[config.mk]
export PLATFORM = sky130hd
export DESIGN_NAME = auto_baud_matcher
export DESIGN_NICKNAME = d
export VERILOG_FILES = /design/src/rtl/baud_match_pkg.sv /design/src/rtl/pulse_classifier.sv /design/src/rtl/auto_baud_matcher.sv
export SDC_FILE = /design/constraint.sdc
export NUM_CORES = 1
export LEC_CHECK = 0
export ABC_AREA = 1
export BUFFER_PORTS_ARGS = -buffer_cell sky130_fd_sc_hd__buf_2
export CORE_AREA = 2 2 252 204
export DETAILED_ROUTE_END_ITERATION = 12
export DIE_AREA = 0 0 254 206
export GPL_TIMING_DRIVEN = 0
export PLACE_DENSITY_LB_ADDON = 0.05
export SLEW_MARGIN = 30
export SYNTH_ARGS = -nofsm -noshare
export SYNTH_HDL_FRONTEND = slang
export SYNTH_HIERARCHICAL = 1
export SYNTH_SLANG_ARGS = --single-unit
[constraint.sdc]
create_clock -name MCLK -period 6.5 [get_ports MCLK]
set_input_delay 0 -clock MCLK [delete_from_list [all_inputs] [get_ports MCLK]]
set_output_delay 0 -clock MCLK [all_outputs]
set_load 0.1 [all_outputs]
[src/rtl/baud_match_pkg.sv]
// shared constants and types for the automatic baud matcher
package baud_match_pkg;

  // ==========================================================
  // widths
  localparam int COUNT_W = 24;
  localparam int ADDR_W = 4;
  localparam int DATA_W = 8;
  localparam int DIV_W = 16;

  // ==========================================================
  // clock and line rates
  localparam longint CLK_HZ = 250000000;
  localparam longint INTERNAL_CLOCK_HZ = 15625000;
  localparam int NOMINAL_BAUD = 4800;
  localparam int MAX_BAUD = 38400;
  localparam int DIV_SHIFT = 3;

  // ==========================================================
  // register offsets (own choice; nothing printed)
  localparam logic [3:0] OFF_P0_LOW = 4'h0;
  localparam logic [3:0] OFF_P0_MID = 4'h1;
  localparam logic [3:0] OFF_P0_HIGH = 4'h2;
  localparam logic [3:0] OFF_P1_LOW = 4'h4;
  localparam logic [3:0] OFF_P1_MID = 4'h5;
  localparam logic [3:0] OFF_P1_HIGH = 4'h6;
  localparam logic [3:0] OFF_CONTROL = 4'h8;
  localparam logic [3:0] OFF_STATUS = 4'h9;
  localparam logic [3:0] OFF_MATCHES = 4'ha;

  // ==========================================================
  // reset values: divisor 405 = 15625000/(8*4800)-1
  localparam logic [7:0] RESET_LOW = 8'h95;
  localparam logic [7:0] RESET_MID = 8'h01;
  localparam logic [7:0] RESET_HIGH = 8'h00;
  localparam logic [7:0] RESET_CONTROL = 8'h01;

  // control and status field positions
  localparam int CTRL_ENABLE_BIT = 0;
  localparam int STAT_BITS_LSB = 0;
  localparam int STAT_ERROR_BIT = 4;
  localparam int STAT_LEVEL_BIT = 5;

  // ==========================================================
  // acceptance windows in internal clock cycles
  localparam logic [23:0] WIN1_LO = 24'd2950;
  localparam logic [23:0] WIN1_HI = 24'd3260;
  localparam logic [23:0] WIN2_LO = 24'd5900;
  localparam logic [23:0] WIN2_HI = 24'd7240;
  localparam logic [23:0] WIN3_LO = 24'd8850;
  localparam logic [23:0] WIN3_HI = 24'd10860;
  localparam logic [23:0] WIN4_LO = 24'd11801;
  localparam logic [23:0] WIN4_HI = 24'd14481;

  typedef enum logic [1:0] {
    WAIT_FALL,
    WAIT_RISE,
    CLASSIFY
  } capture_state_type;

  typedef struct packed {
    logic [7:0] high;
    logic [7:0] middle;
    logic [7:0] low;
  } divisor_type;

endpackage : baud_match_pkg

[src/rtl/pulse_classifier.sv]
// classifies a low pulse width and derives the divisor from it
`timescale 1ns/100ps
module pulse_classifier
  import baud_match_pkg::*;
(
  input wire logic [baud_match_pkg::COUNT_W-1:0] width,
  output logic [2:0] bit_count,
  output logic [baud_match_pkg::DIV_W-1:0] divisor
);

  // ==========================================================
  // window match and scaled divisor
  logic [COUNT_W+11:0] prod3;

  always_comb begin
    prod3 = {12'h000, width} * 36'd2730;
    bit_count = 3'd0;
    divisor = '0;
    if (width >= WIN1_LO && width <= WIN1_HI) begin
      bit_count = 3'd1;
      divisor = DIV_W'((width >> DIV_SHIFT) - 24'd1);
    end else if (width >= WIN2_LO && width <= WIN2_HI) begin
      bit_count = 3'd2;
      divisor = DIV_W'((width >> 4) - 24'd1);
    end else if (width >= WIN3_LO && width <= WIN3_HI) begin
      bit_count = 3'd3;
      divisor = DIV_W'((prod3 >> 16) - 36'd1);
    end else if (width >= WIN4_LO && width <= WIN4_HI) begin
      bit_count = 3'd4;
      divisor = DIV_W'((width >> 5) - 24'd1);
    end
    // anything else, five bits and longer included, stays 0
  end

endmodule : pulse_classifier

[src/rtl/auto_baud_matcher.sv]
// automatic baud matcher: pulse capture, classification, divide registers
//
// The address-and-strobe port and the register offsets are this design's own decisions.
`timescale 1ns/100ps
module auto_baud_matcher
  import baud_match_pkg::*;
#(
  parameter longint TICK_HZ = baud_match_pkg::INTERNAL_CLOCK_HZ
) (
  input wire logic MCLK,
  input wire logic RESET_N,
  input wire logic SERIAL_RECEIVE_INPUT,
  input wire logic [baud_match_pkg::ADDR_W-1:0] ADDR,
  input wire logic [baud_match_pkg::DATA_W-1:0] WDATA,
  input wire logic WR,
  input wire logic RD,
  output logic [baud_match_pkg::DATA_W-1:0] RDATA,
  output baud_match_pkg::divisor_type FIRST_PORT_DIVISOR,
  output baud_match_pkg::divisor_type SECOND_PORT_DIVISOR,
  output logic MATCH_PULSE
);
  import baud_match_pkg::*;

  // internal tick: internal clock ticks per fast clock, scaled x256
  localparam longint TICK_STEP_L = (TICK_HZ * 256 + CLK_HZ / 2) / CLK_HZ;
  localparam logic [15:0] TICK_STEP = 16'(TICK_STEP_L);

  // ==========================================================
  // line synchroniser
  logic rx_meta_q;
  logic rx_sync_q;
  logic rx_prev_q;

  // two flops before anything reads the pin
  always_ff @(posedge MCLK or negedge RESET_N) begin
    if (!RESET_N) begin
      rx_meta_q <= 1'b1;
      rx_sync_q <= 1'b1;
      rx_prev_q <= 1'b1;
    end else begin
      rx_meta_q <= SERIAL_RECEIVE_INPUT;
      rx_sync_q <= rx_meta_q;
      rx_prev_q <= rx_sync_q; // idle high
    end
  end

  logic fall_edge;
  logic rise_edge;
  assign fall_edge = rx_prev_q & ~rx_sync_q;
  assign rise_edge = ~rx_prev_q & rx_sync_q;

  // ==========================================================
  // free-running 24-bit counter at the internal clock rate
  logic [15:0] phase_q;
  logic [16:0] phase_sum;
  logic [COUNT_W-1:0] count_q;
  assign phase_sum = {1'b0, phase_q} + {1'b0, TICK_STEP} * 17'd256;

  // fractional accumulator producing internal clock ticks
  always_ff @(posedge MCLK or negedge RESET_N) begin
    if (!RESET_N) begin
      phase_q <= 16'h0000;
      count_q <= '0;
    end else begin
      phase_q <= phase_sum[15:0];
      if (phase_sum[16]) begin
        count_q <= count_q + 24'd1;
      end
    end
  end

  // ==========================================================
  // control registers
  logic [7:0] control_q;
  logic enable;
  assign enable = control_q[CTRL_ENABLE_BIT];

  // ==========================================================
  // capture sequencer
  capture_state_type state_q;
  logic [COUNT_W-1:0] start_q;
  logic [COUNT_W-1:0] width_q;

  // latch on fall, subtract on rise, then classify
  always_ff @(posedge MCLK or negedge RESET_N) begin
    if (!RESET_N) begin
      state_q <= WAIT_FALL;
      start_q <= '0;
      width_q <= '0;
    end else begin
      case (state_q)
        WAIT_FALL: begin
          if (fall_edge && enable) begin
            start_q <= count_q;
            state_q <= WAIT_RISE;
          end
        end
        WAIT_RISE: begin
          if (rise_edge) begin
            width_q <= count_q - start_q;
            state_q <= CLASSIFY;
          end
        end
        CLASSIFY: begin
          state_q <= WAIT_FALL;
        end
        default: begin
          state_q <= WAIT_FALL;
        end
      endcase
    end
  end

  // ==========================================================
  // classification
  logic [2:0] bit_count;
  logic [DIV_W-1:0] new_divisor;
  logic accept;

  pulse_classifier u_classifier (
    .width(width_q),
    .bit_count(bit_count),
    .divisor(new_divisor)
  );

  assign accept = (state_q == CLASSIFY) && (bit_count != 3'd0);

  // ==========================================================
  // divide registers of both ports
  divisor_type port0_q;
  divisor_type port1_q;
  logic [7:0] matches_q;
  logic [2:0] last_bits_q;
  logic error_q;

  // bus write decode used for both ports
  function automatic logic hit(input logic [3:0] a, input logic [3:0] off);
    hit = (a == off);
  endfunction : hit

  // port 0 divisor: reset static value, accepted pulse or bus write
  always_ff @(posedge MCLK or negedge RESET_N) begin
    if (!RESET_N) begin
      port0_q <= '{high: RESET_HIGH, middle: RESET_MID,
                   low: RESET_LOW};
    end else if (accept) begin
      port0_q.low <= new_divisor[7:0];
      port0_q.middle <= new_divisor[15:8];
      port0_q.high <= 8'h00;
    end else if (WR) begin
      if (hit(ADDR, OFF_P0_LOW)) port0_q.low <= WDATA;
      if (hit(ADDR, OFF_P0_MID)) port0_q.middle <= WDATA;
      if (hit(ADDR, OFF_P0_HIGH)) port0_q.high <= WDATA;
    end
  end

  // port 1 divisor: same update as port 0
  always_ff @(posedge MCLK or negedge RESET_N) begin
    if (!RESET_N) begin
      port1_q <= '{high: RESET_HIGH, middle: RESET_MID, low: RESET_LOW};
    end else if (accept) begin
      port1_q.low <= new_divisor[7:0];
      port1_q.middle <= new_divisor[15:8];
      port1_q.high <= 8'h00;
    end else if (WR) begin
      if (hit(ADDR, OFF_P1_LOW)) port1_q.low <= WDATA;
      if (hit(ADDR, OFF_P1_MID)) port1_q.middle <= WDATA;
      if (hit(ADDR, OFF_P1_HIGH)) port1_q.high <= WDATA;
    end
  end

  // control register
  always_ff @(posedge MCLK or negedge RESET_N) begin
    if (!RESET_N) begin
      control_q <= RESET_CONTROL;
    end else if (WR && hit(ADDR, OFF_CONTROL)) begin
      control_q <= WDATA;
    end
  end

  // status: last class, error flag, match counter
  always_ff @(posedge MCLK or negedge RESET_N) begin
    if (!RESET_N) begin
      last_bits_q <= 3'd0;
      error_q <= 1'b0;
      matches_q <= 8'h00;
      MATCH_PULSE <= 1'b0;
    end else begin
      MATCH_PULSE <= accept;
      if (state_q == CLASSIFY) begin
        last_bits_q <= bit_count;
      end
      // set wins over software clear
      if (state_q == CLASSIFY && !accept) begin
        error_q <= 1'b1;
      end else if (WR && hit(ADDR, OFF_STATUS)) begin
        error_q <= 1'b0;
      end
      if (accept) begin
        matches_q <= matches_q + 8'h01;
      end
    end
  end

  // ==========================================================
  // read port: data in the cycle after the strobe
  logic [7:0] rd_mux;
  always_comb begin
    case (ADDR)
      OFF_P0_LOW: rd_mux = port0_q.low;
      OFF_P0_MID: rd_mux = port0_q.middle;
      OFF_P0_HIGH: rd_mux = port0_q.high;
      OFF_P1_LOW: rd_mux = port1_q.low;
      OFF_P1_MID: rd_mux = port1_q.middle;
      OFF_P1_HIGH: rd_mux = port1_q.high;
      OFF_CONTROL: rd_mux = control_q;
      OFF_STATUS: rd_mux = {2'b00, rx_sync_q, error_q, 1'b0, last_bits_q};
      OFF_MATCHES: rd_mux = matches_q;
      default: rd_mux = 8'h00;
    endcase
  end

  // read data register
  always_ff @(posedge MCLK or negedge RESET_N) begin
    if (!RESET_N) begin
      RDATA <= 8'h00;
    end else if (RD) begin
      RDATA <= rd_mux;
    end else begin
      RDATA <= 8'h00;
    end
  end

  // divisor outputs registered
  always_ff @(posedge MCLK or negedge RESET_N) begin
    if (!RESET_N) begin
      FIRST_PORT_DIVISOR <= '{high: RESET_HIGH, middle: RESET_MID,
                              low: RESET_LOW};
      SECOND_PORT_DIVISOR <= '{high: RESET_HIGH, middle: RESET_MID,
                               low: RESET_LOW};
    end else begin
      FIRST_PORT_DIVISOR <= port0_q;
      SECOND_PORT_DIVISOR <= port1_q;
    end
  end

endmodule : auto_baud_matcher

# Word level (Yosys, flattened, before mapping)
# Cells that the tools add are included.
op_classes:
  muxes: 25
  magnitude_cmp: 8
  bitwise: 4
  add_sub_neg: 8
  n_reduce_logical: 30
  n_mul: 1
  eq_ne: 12
ops:
  columns: ["cell", "count"]
  rows:
  - ["24-bit two-way mux", 4]
  - ["8-bit case mux with 9 select lines", 1]
  - ["16-bit two-way mux", 4]
  - ["16-bit by 1-bit subtractor with 16-bit output (second input constant)", 4]
  - ["8-bit two-way mux", 7]
  - ["24-bit by 14-bit >= comparator with 1-bit output (second input constant)", 2]
  - ["24-bit by 14-bit <= comparator with 1-bit output (second input constant)", 2]
  - ["24-bit by 11-bit multiplier with 31-bit output (second input constant)", 1]
  - ["24-bit by 1-bit adder with 24-bit output (second input constant)", 1]
  - ["24-bit by 12-bit >= comparator with 1-bit output (second input constant)", 1]
  - ["24-bit by 13-bit >= comparator with 1-bit output (second input constant)", 1]
  - ["24-bit by 12-bit <= comparator with 1-bit output (second input constant)", 1]
  - ["24-bit by 13-bit <= comparator with 1-bit output (second input constant)", 1]
  - ["24-bit subtractor", 1]
  - ["2-bit AND reduction", 9]
  - ["16-bit by 13-bit adder with 17-bit output (second input constant)", 1]
  - ["2-bit nonzero test", 8]
  - ["4-bit by 3-bit == test with 1-bit output (second input constant)", 3]
  - ["4-bit == test (second input constant)", 3]
  - ["3-bit two-way mux", 4]
  - ["1-bit logical AND", 9]
  - ["8-bit by 1-bit adder with 8-bit output (second input constant)", 1]
  - ["4-bit by 1-bit == test with 1-bit output (second input constant)", 1]
  - ["4-bit by 2-bit == test with 1-bit output (second input constant)", 1]
  - ["12 further kinds", 17]
totals:
  input_bits: 17
  word_cells: 114
  reg_bits: 218
  output_inout_bits: 57

# Longest topological paths before layout
logic_depth:
  ltp_word: 11
  depth_mapped: 34
  depth_no_buf: 34

# Modules after synthesis
# The synthesis kept the hierarchy.
modules_own_cells:
  columns: ["module", "seq_area_each_um2", "area_each_um2", "cells_per_inst", "n_inst"]
  rows:
  - ["auto_baud_matcher", 5185.0, 9826.9, 1147, 1]
  - ["pulse_classifier", 0.0, 6503.7, 1000, 1]

# Worst setup path before layout
# OpenSTA, ideal clock, no wires.
synth_path:
  kind: "register to register"
  startpoint: "register width_q[5]"
  endpoint: "register port0_q[14] (netlist name)"
  arrival_ps: 5024
  path_slack_ps: 1350
  path_buffers: 0
  period_less_slack_ps: 5150
  t_required_ps: 6374
  setup_time_ps: 126
  path_stages_with_launch: 28
  cell_sequence: "dfrtp_1 -> ha_1 -> fa_1 -> inv_1 -> fa_1 -> fa_1 -> fa_1 -> inv_1 -> ha_1 -> nand2_1 -> inv_1 -> nand2_1 -> inv_1 -> a21oi_1 -> nand2_2 -> xnor2_2 -> ha_1 -> inv_1 -> nor2_2 -> nand2_1 -> nor2_2 -> nand3_1 -> nor2_1 -> nor2_1 -> nand2_1 -> nand2_1 -> nand2_1 -> o21ai_0"
synth_between:
  word_cells_on_any_way: 31
  cone_classes: "add/sub: 4; mul: 1; order compare: 8; mux: 9; reduce/logical: 9"
synth_lines:
  columns: ["element", "line_no", "source"]
  rows:
  - ["start: declaration", "auto_baud_matcher.sv:82", "logic [COUNT_W-1:0] width_q;"]
  - ["start signal: assignment", "auto_baud_matcher.sv:100", "width_q <= count_q - start_q;"]
  - ["parallel branches: the longest is 5 deep, another holds 24-bit by 11-bit multiplier with 31-bit output", null, null]
  - ["16-bit two-way mux (*)", "pulse_classifier.sv:19", "if (width >= WIN1_LO && width <= WIN1_HI) begin"]
  - ["named net new_divisor[14]", "auto_baud_matcher.sv:117", "logic [DIV_W-1:0] new_divisor;"]
  - ["24-bit two-way mux (*)", "auto_baud_matcher.sv:146", "end else if (accept) begin"]
  - ["end signal: assignment", "auto_baud_matcher.sv:144", "port0_q <= '{high: RESET_HIGH, middle: RESET_MID,"]
  - ["end: declaration", "auto_baud_matcher.sv:130", "divisor_type port0_q;"]
# Mark *: on every way through the listed nets, which the timed path passes.
# A chain may end at the register's enable or synchronous reset.

# Final worst setup path
layout_path:
  startpoint: "register width_q[9]"
  endpoint: "register port0_q[14] (netlist name)"
# Same word-level chain as after synthesis.

==> reports/qor.csv <==
metric,value,unit
status,finished clean,
syn_avg_cell_area,7.61,um^2
nets,2510,
row_count,74,
fmax,163,MHz
clock_path_buffers,3,
io_pins,74,
ys_ff_latch,206,
grt.overflow.total,0,
wire_per_inst,16.3,um
postSynth.asyncResetShare,100,%
drtIter0Drc,872,
tightest_slew,696,ps
netlist_instances,2147,
synth.most_common_cell,nand2_1,
finalHoldViolCount,0,
drt-total-wl,48500,um
finalSetupTns,0,ps
setup_viol_count_final,0,
grt_pass1_vias,13300,
final.fill_count,5348,
arrival,6630,ps
finClkSkew,20.1,ps
via_count,13700,
synth.distinct_cells,49,
htreeDepth,1,
synth.area.top_cells,"dfrtp_1 (28%), nand2_1 (13%), ha_1 (11%)",
fin_crit_sh,94.6,%
firstDrtPassIters,5,
antenna_found_initial,0,
critPathKind,register to register,
drive_above_1_share,10.7,%
synth.cell_area,16300,um^2
yosys.area.top_type,dfrtp_1,
fin_crit,6150,ps
max_slew_margin,53.2,%
synth_fp_nets,2383,
port-buffer-count,73,
cp-start-kind,register,
required,6970,ps
fin_area,18700,um^2
dp_hpwl,40200,um
cts_root_buf,clkbuf_16,
synthXorXnorAreaFrac,2.94,%
gp_congestion,0.890,
area_delta_synth_final,14.7,%
grt_util_all_layers,18.8,%
grt_max_degree,64,
endpoint_kind,register,
synthAdderAreaFrac,20.3,%
cts_tree,yes,
cts_buffers,25,
antenna_cells,0,
slowest_stage,fa_1,
grt_pass1_wl,76200,um
clock_sinks,206,
worstPathMaxFanout,7,
start_util,32.5,%
synth_commonest_cells,"nand2_1 (583), inv_1 (421), dfrtp_1 (182)",
yosysWarnings,6,
dieWidth,254,um
die_h,206,um
viasPerCell,4.59,
placed_area,17600,um^2
slew_viol_final,0,
maxCapViolCount,0,
drc,0,
synth_top_area_share,27.9,%
ys_seq_area_share,31.7,%
core_area,50200,um^2
synthMuxAreaShare,0.736,%
ys.flop_type,dfrtp_1,
synth_compound_area_share,7.25,%
crit_top_cell,nand2_1,
drtAntennaViolNets,0,
path_clk_slew,60,ps
max_stage_delay,630,ps
hp-class,input pin to asynchronous set/reset pin,
insertion_delay,550,ps
synth_edf_count,0,
yosys.area_share.simple,26.0,%
postCtsSetupBuffers,0,
synth_top_family_by_area,simple AND/OR/NAND/NOR gates,
rsz0062_at_grt,no,
die-area,52300,um^2
state kept, by name, indices dropped and copies added, names as in the netlist, 8 cells and up:
name,count
matches_q,8
RDATA,8
FIRST_PORT_DIVISOR,24
port0_q,24
count_q,24
start_q,24
SECOND_PORT_DIVISOR,24
width_q,24
port1_q,24
control_q,8
cells by family (layout without fill, tap and decap cells):
group | Yosys count | after routing
buf+inv | 463 | 609
compound gates | 215 | 215
simple gates | 982 | 982
fa+ha+maj | 219 | 219
flops | 206 | 206
mux | 8 | 8
xor+xnor | 54 | 54
layer usage:
layer | global-route usage, % | wire length [um]
met1 | 27.5 | 24100
met2 | 29.2 | 21100
met3 | 3.29 | 2420
met4 | 3.66 | 948
met5 | 0 | 0
area by class of cell:
cell class | count | area [um^2] | share of cell area [%]
Clock buffer | 38 | 734 | 3.92
Buffer | 28 | 174 | 0.928
Timing Repair Buffer | 100 | 698 | 3.73
Clock inverter | 8 | 93.8 | 0.501
Tap cell | 684 | 856 | 4.57
Sequential cell | 206 | 5190 | 27.7
Inverter | 435 | 1630 | 8.72
Multi-Input combinational cell | 1478 | 9360 | 49.9
critical path, delay by kind of cell, from the launching register on:
family	cells	cell delay (ps)
fa+ha+maj	6	2760
simple gates	13	1400
compound gates	4	800
buf+inv	5	620
flops	1	480
worst paths after layout:
path | slack (ps) | from | cells past startpoint | endpoint
min in group MCLK | 90 | ADDR[0] | 6 | error_q
worst max register to register | 350 | width_q[9] | 28 | port0_q[14]
max in group asynchronous | 5460 | RESET_N | 3 | port1_q[1]
worst max-delay path | 350 | width_q[9] | 28 | port0_q[14]
worst min-delay path | 40 | RESET_N | 2 | port0_q[4]
worst min register to register | 360 | rx_meta_q | 0 | rx_sync_q
timing repair:
action / CTS / global route
gates resized for setup: 0 / 8
hold buffers: 24 / 0
endpoints found under the setup margin: 0 / 12
hold endpoints to repair: 237 / 0
per-stage QoR:
step | worst slack (ps) | hold slack [ps] | util [%] | instances
after floorplan | 1350 | -296 | - | 2147
after global placement | 188 | 105 | 35.0 | 2904
after detailed placement | 195 | -154 | 35.2 | 2907
after CTS | 184 | 23.0 | 37.3 | 2977
after global routing | 16.5 | 47.3 | 37.3 | 2977
final | 348 | 37.6 | 37.3 | 2977
placed cells by master (no fill, tap or decap), drive strengths merged:
cell / count
buf: 99
nand3b: 7
o41ai: 2
dfrtp: 182
ha: 143
clkbuf: 43
o2111ai: 1
xor2: 42
o31ai: 2
nand4: 29
nand2: 595
nor4: 7
o21ai: 99
a21boi: 2
o21bai: 1
mux2: 8
dfstp: 24
a211oi: 1
inv: 438
nand3: 122
a21oi: 69
nor2: 182
xnor2: 12
and2: 3
fa: 76
or2: 6
bufinv: 1
o22ai: 4
nor3: 31
clkinv: 4
o211ai: 3
dlygate4sd3: 24
a31oi: 31
Power is not shown: default switching activity piles up to over one toggle a cycle in this logic, so the estimate is an artifact.
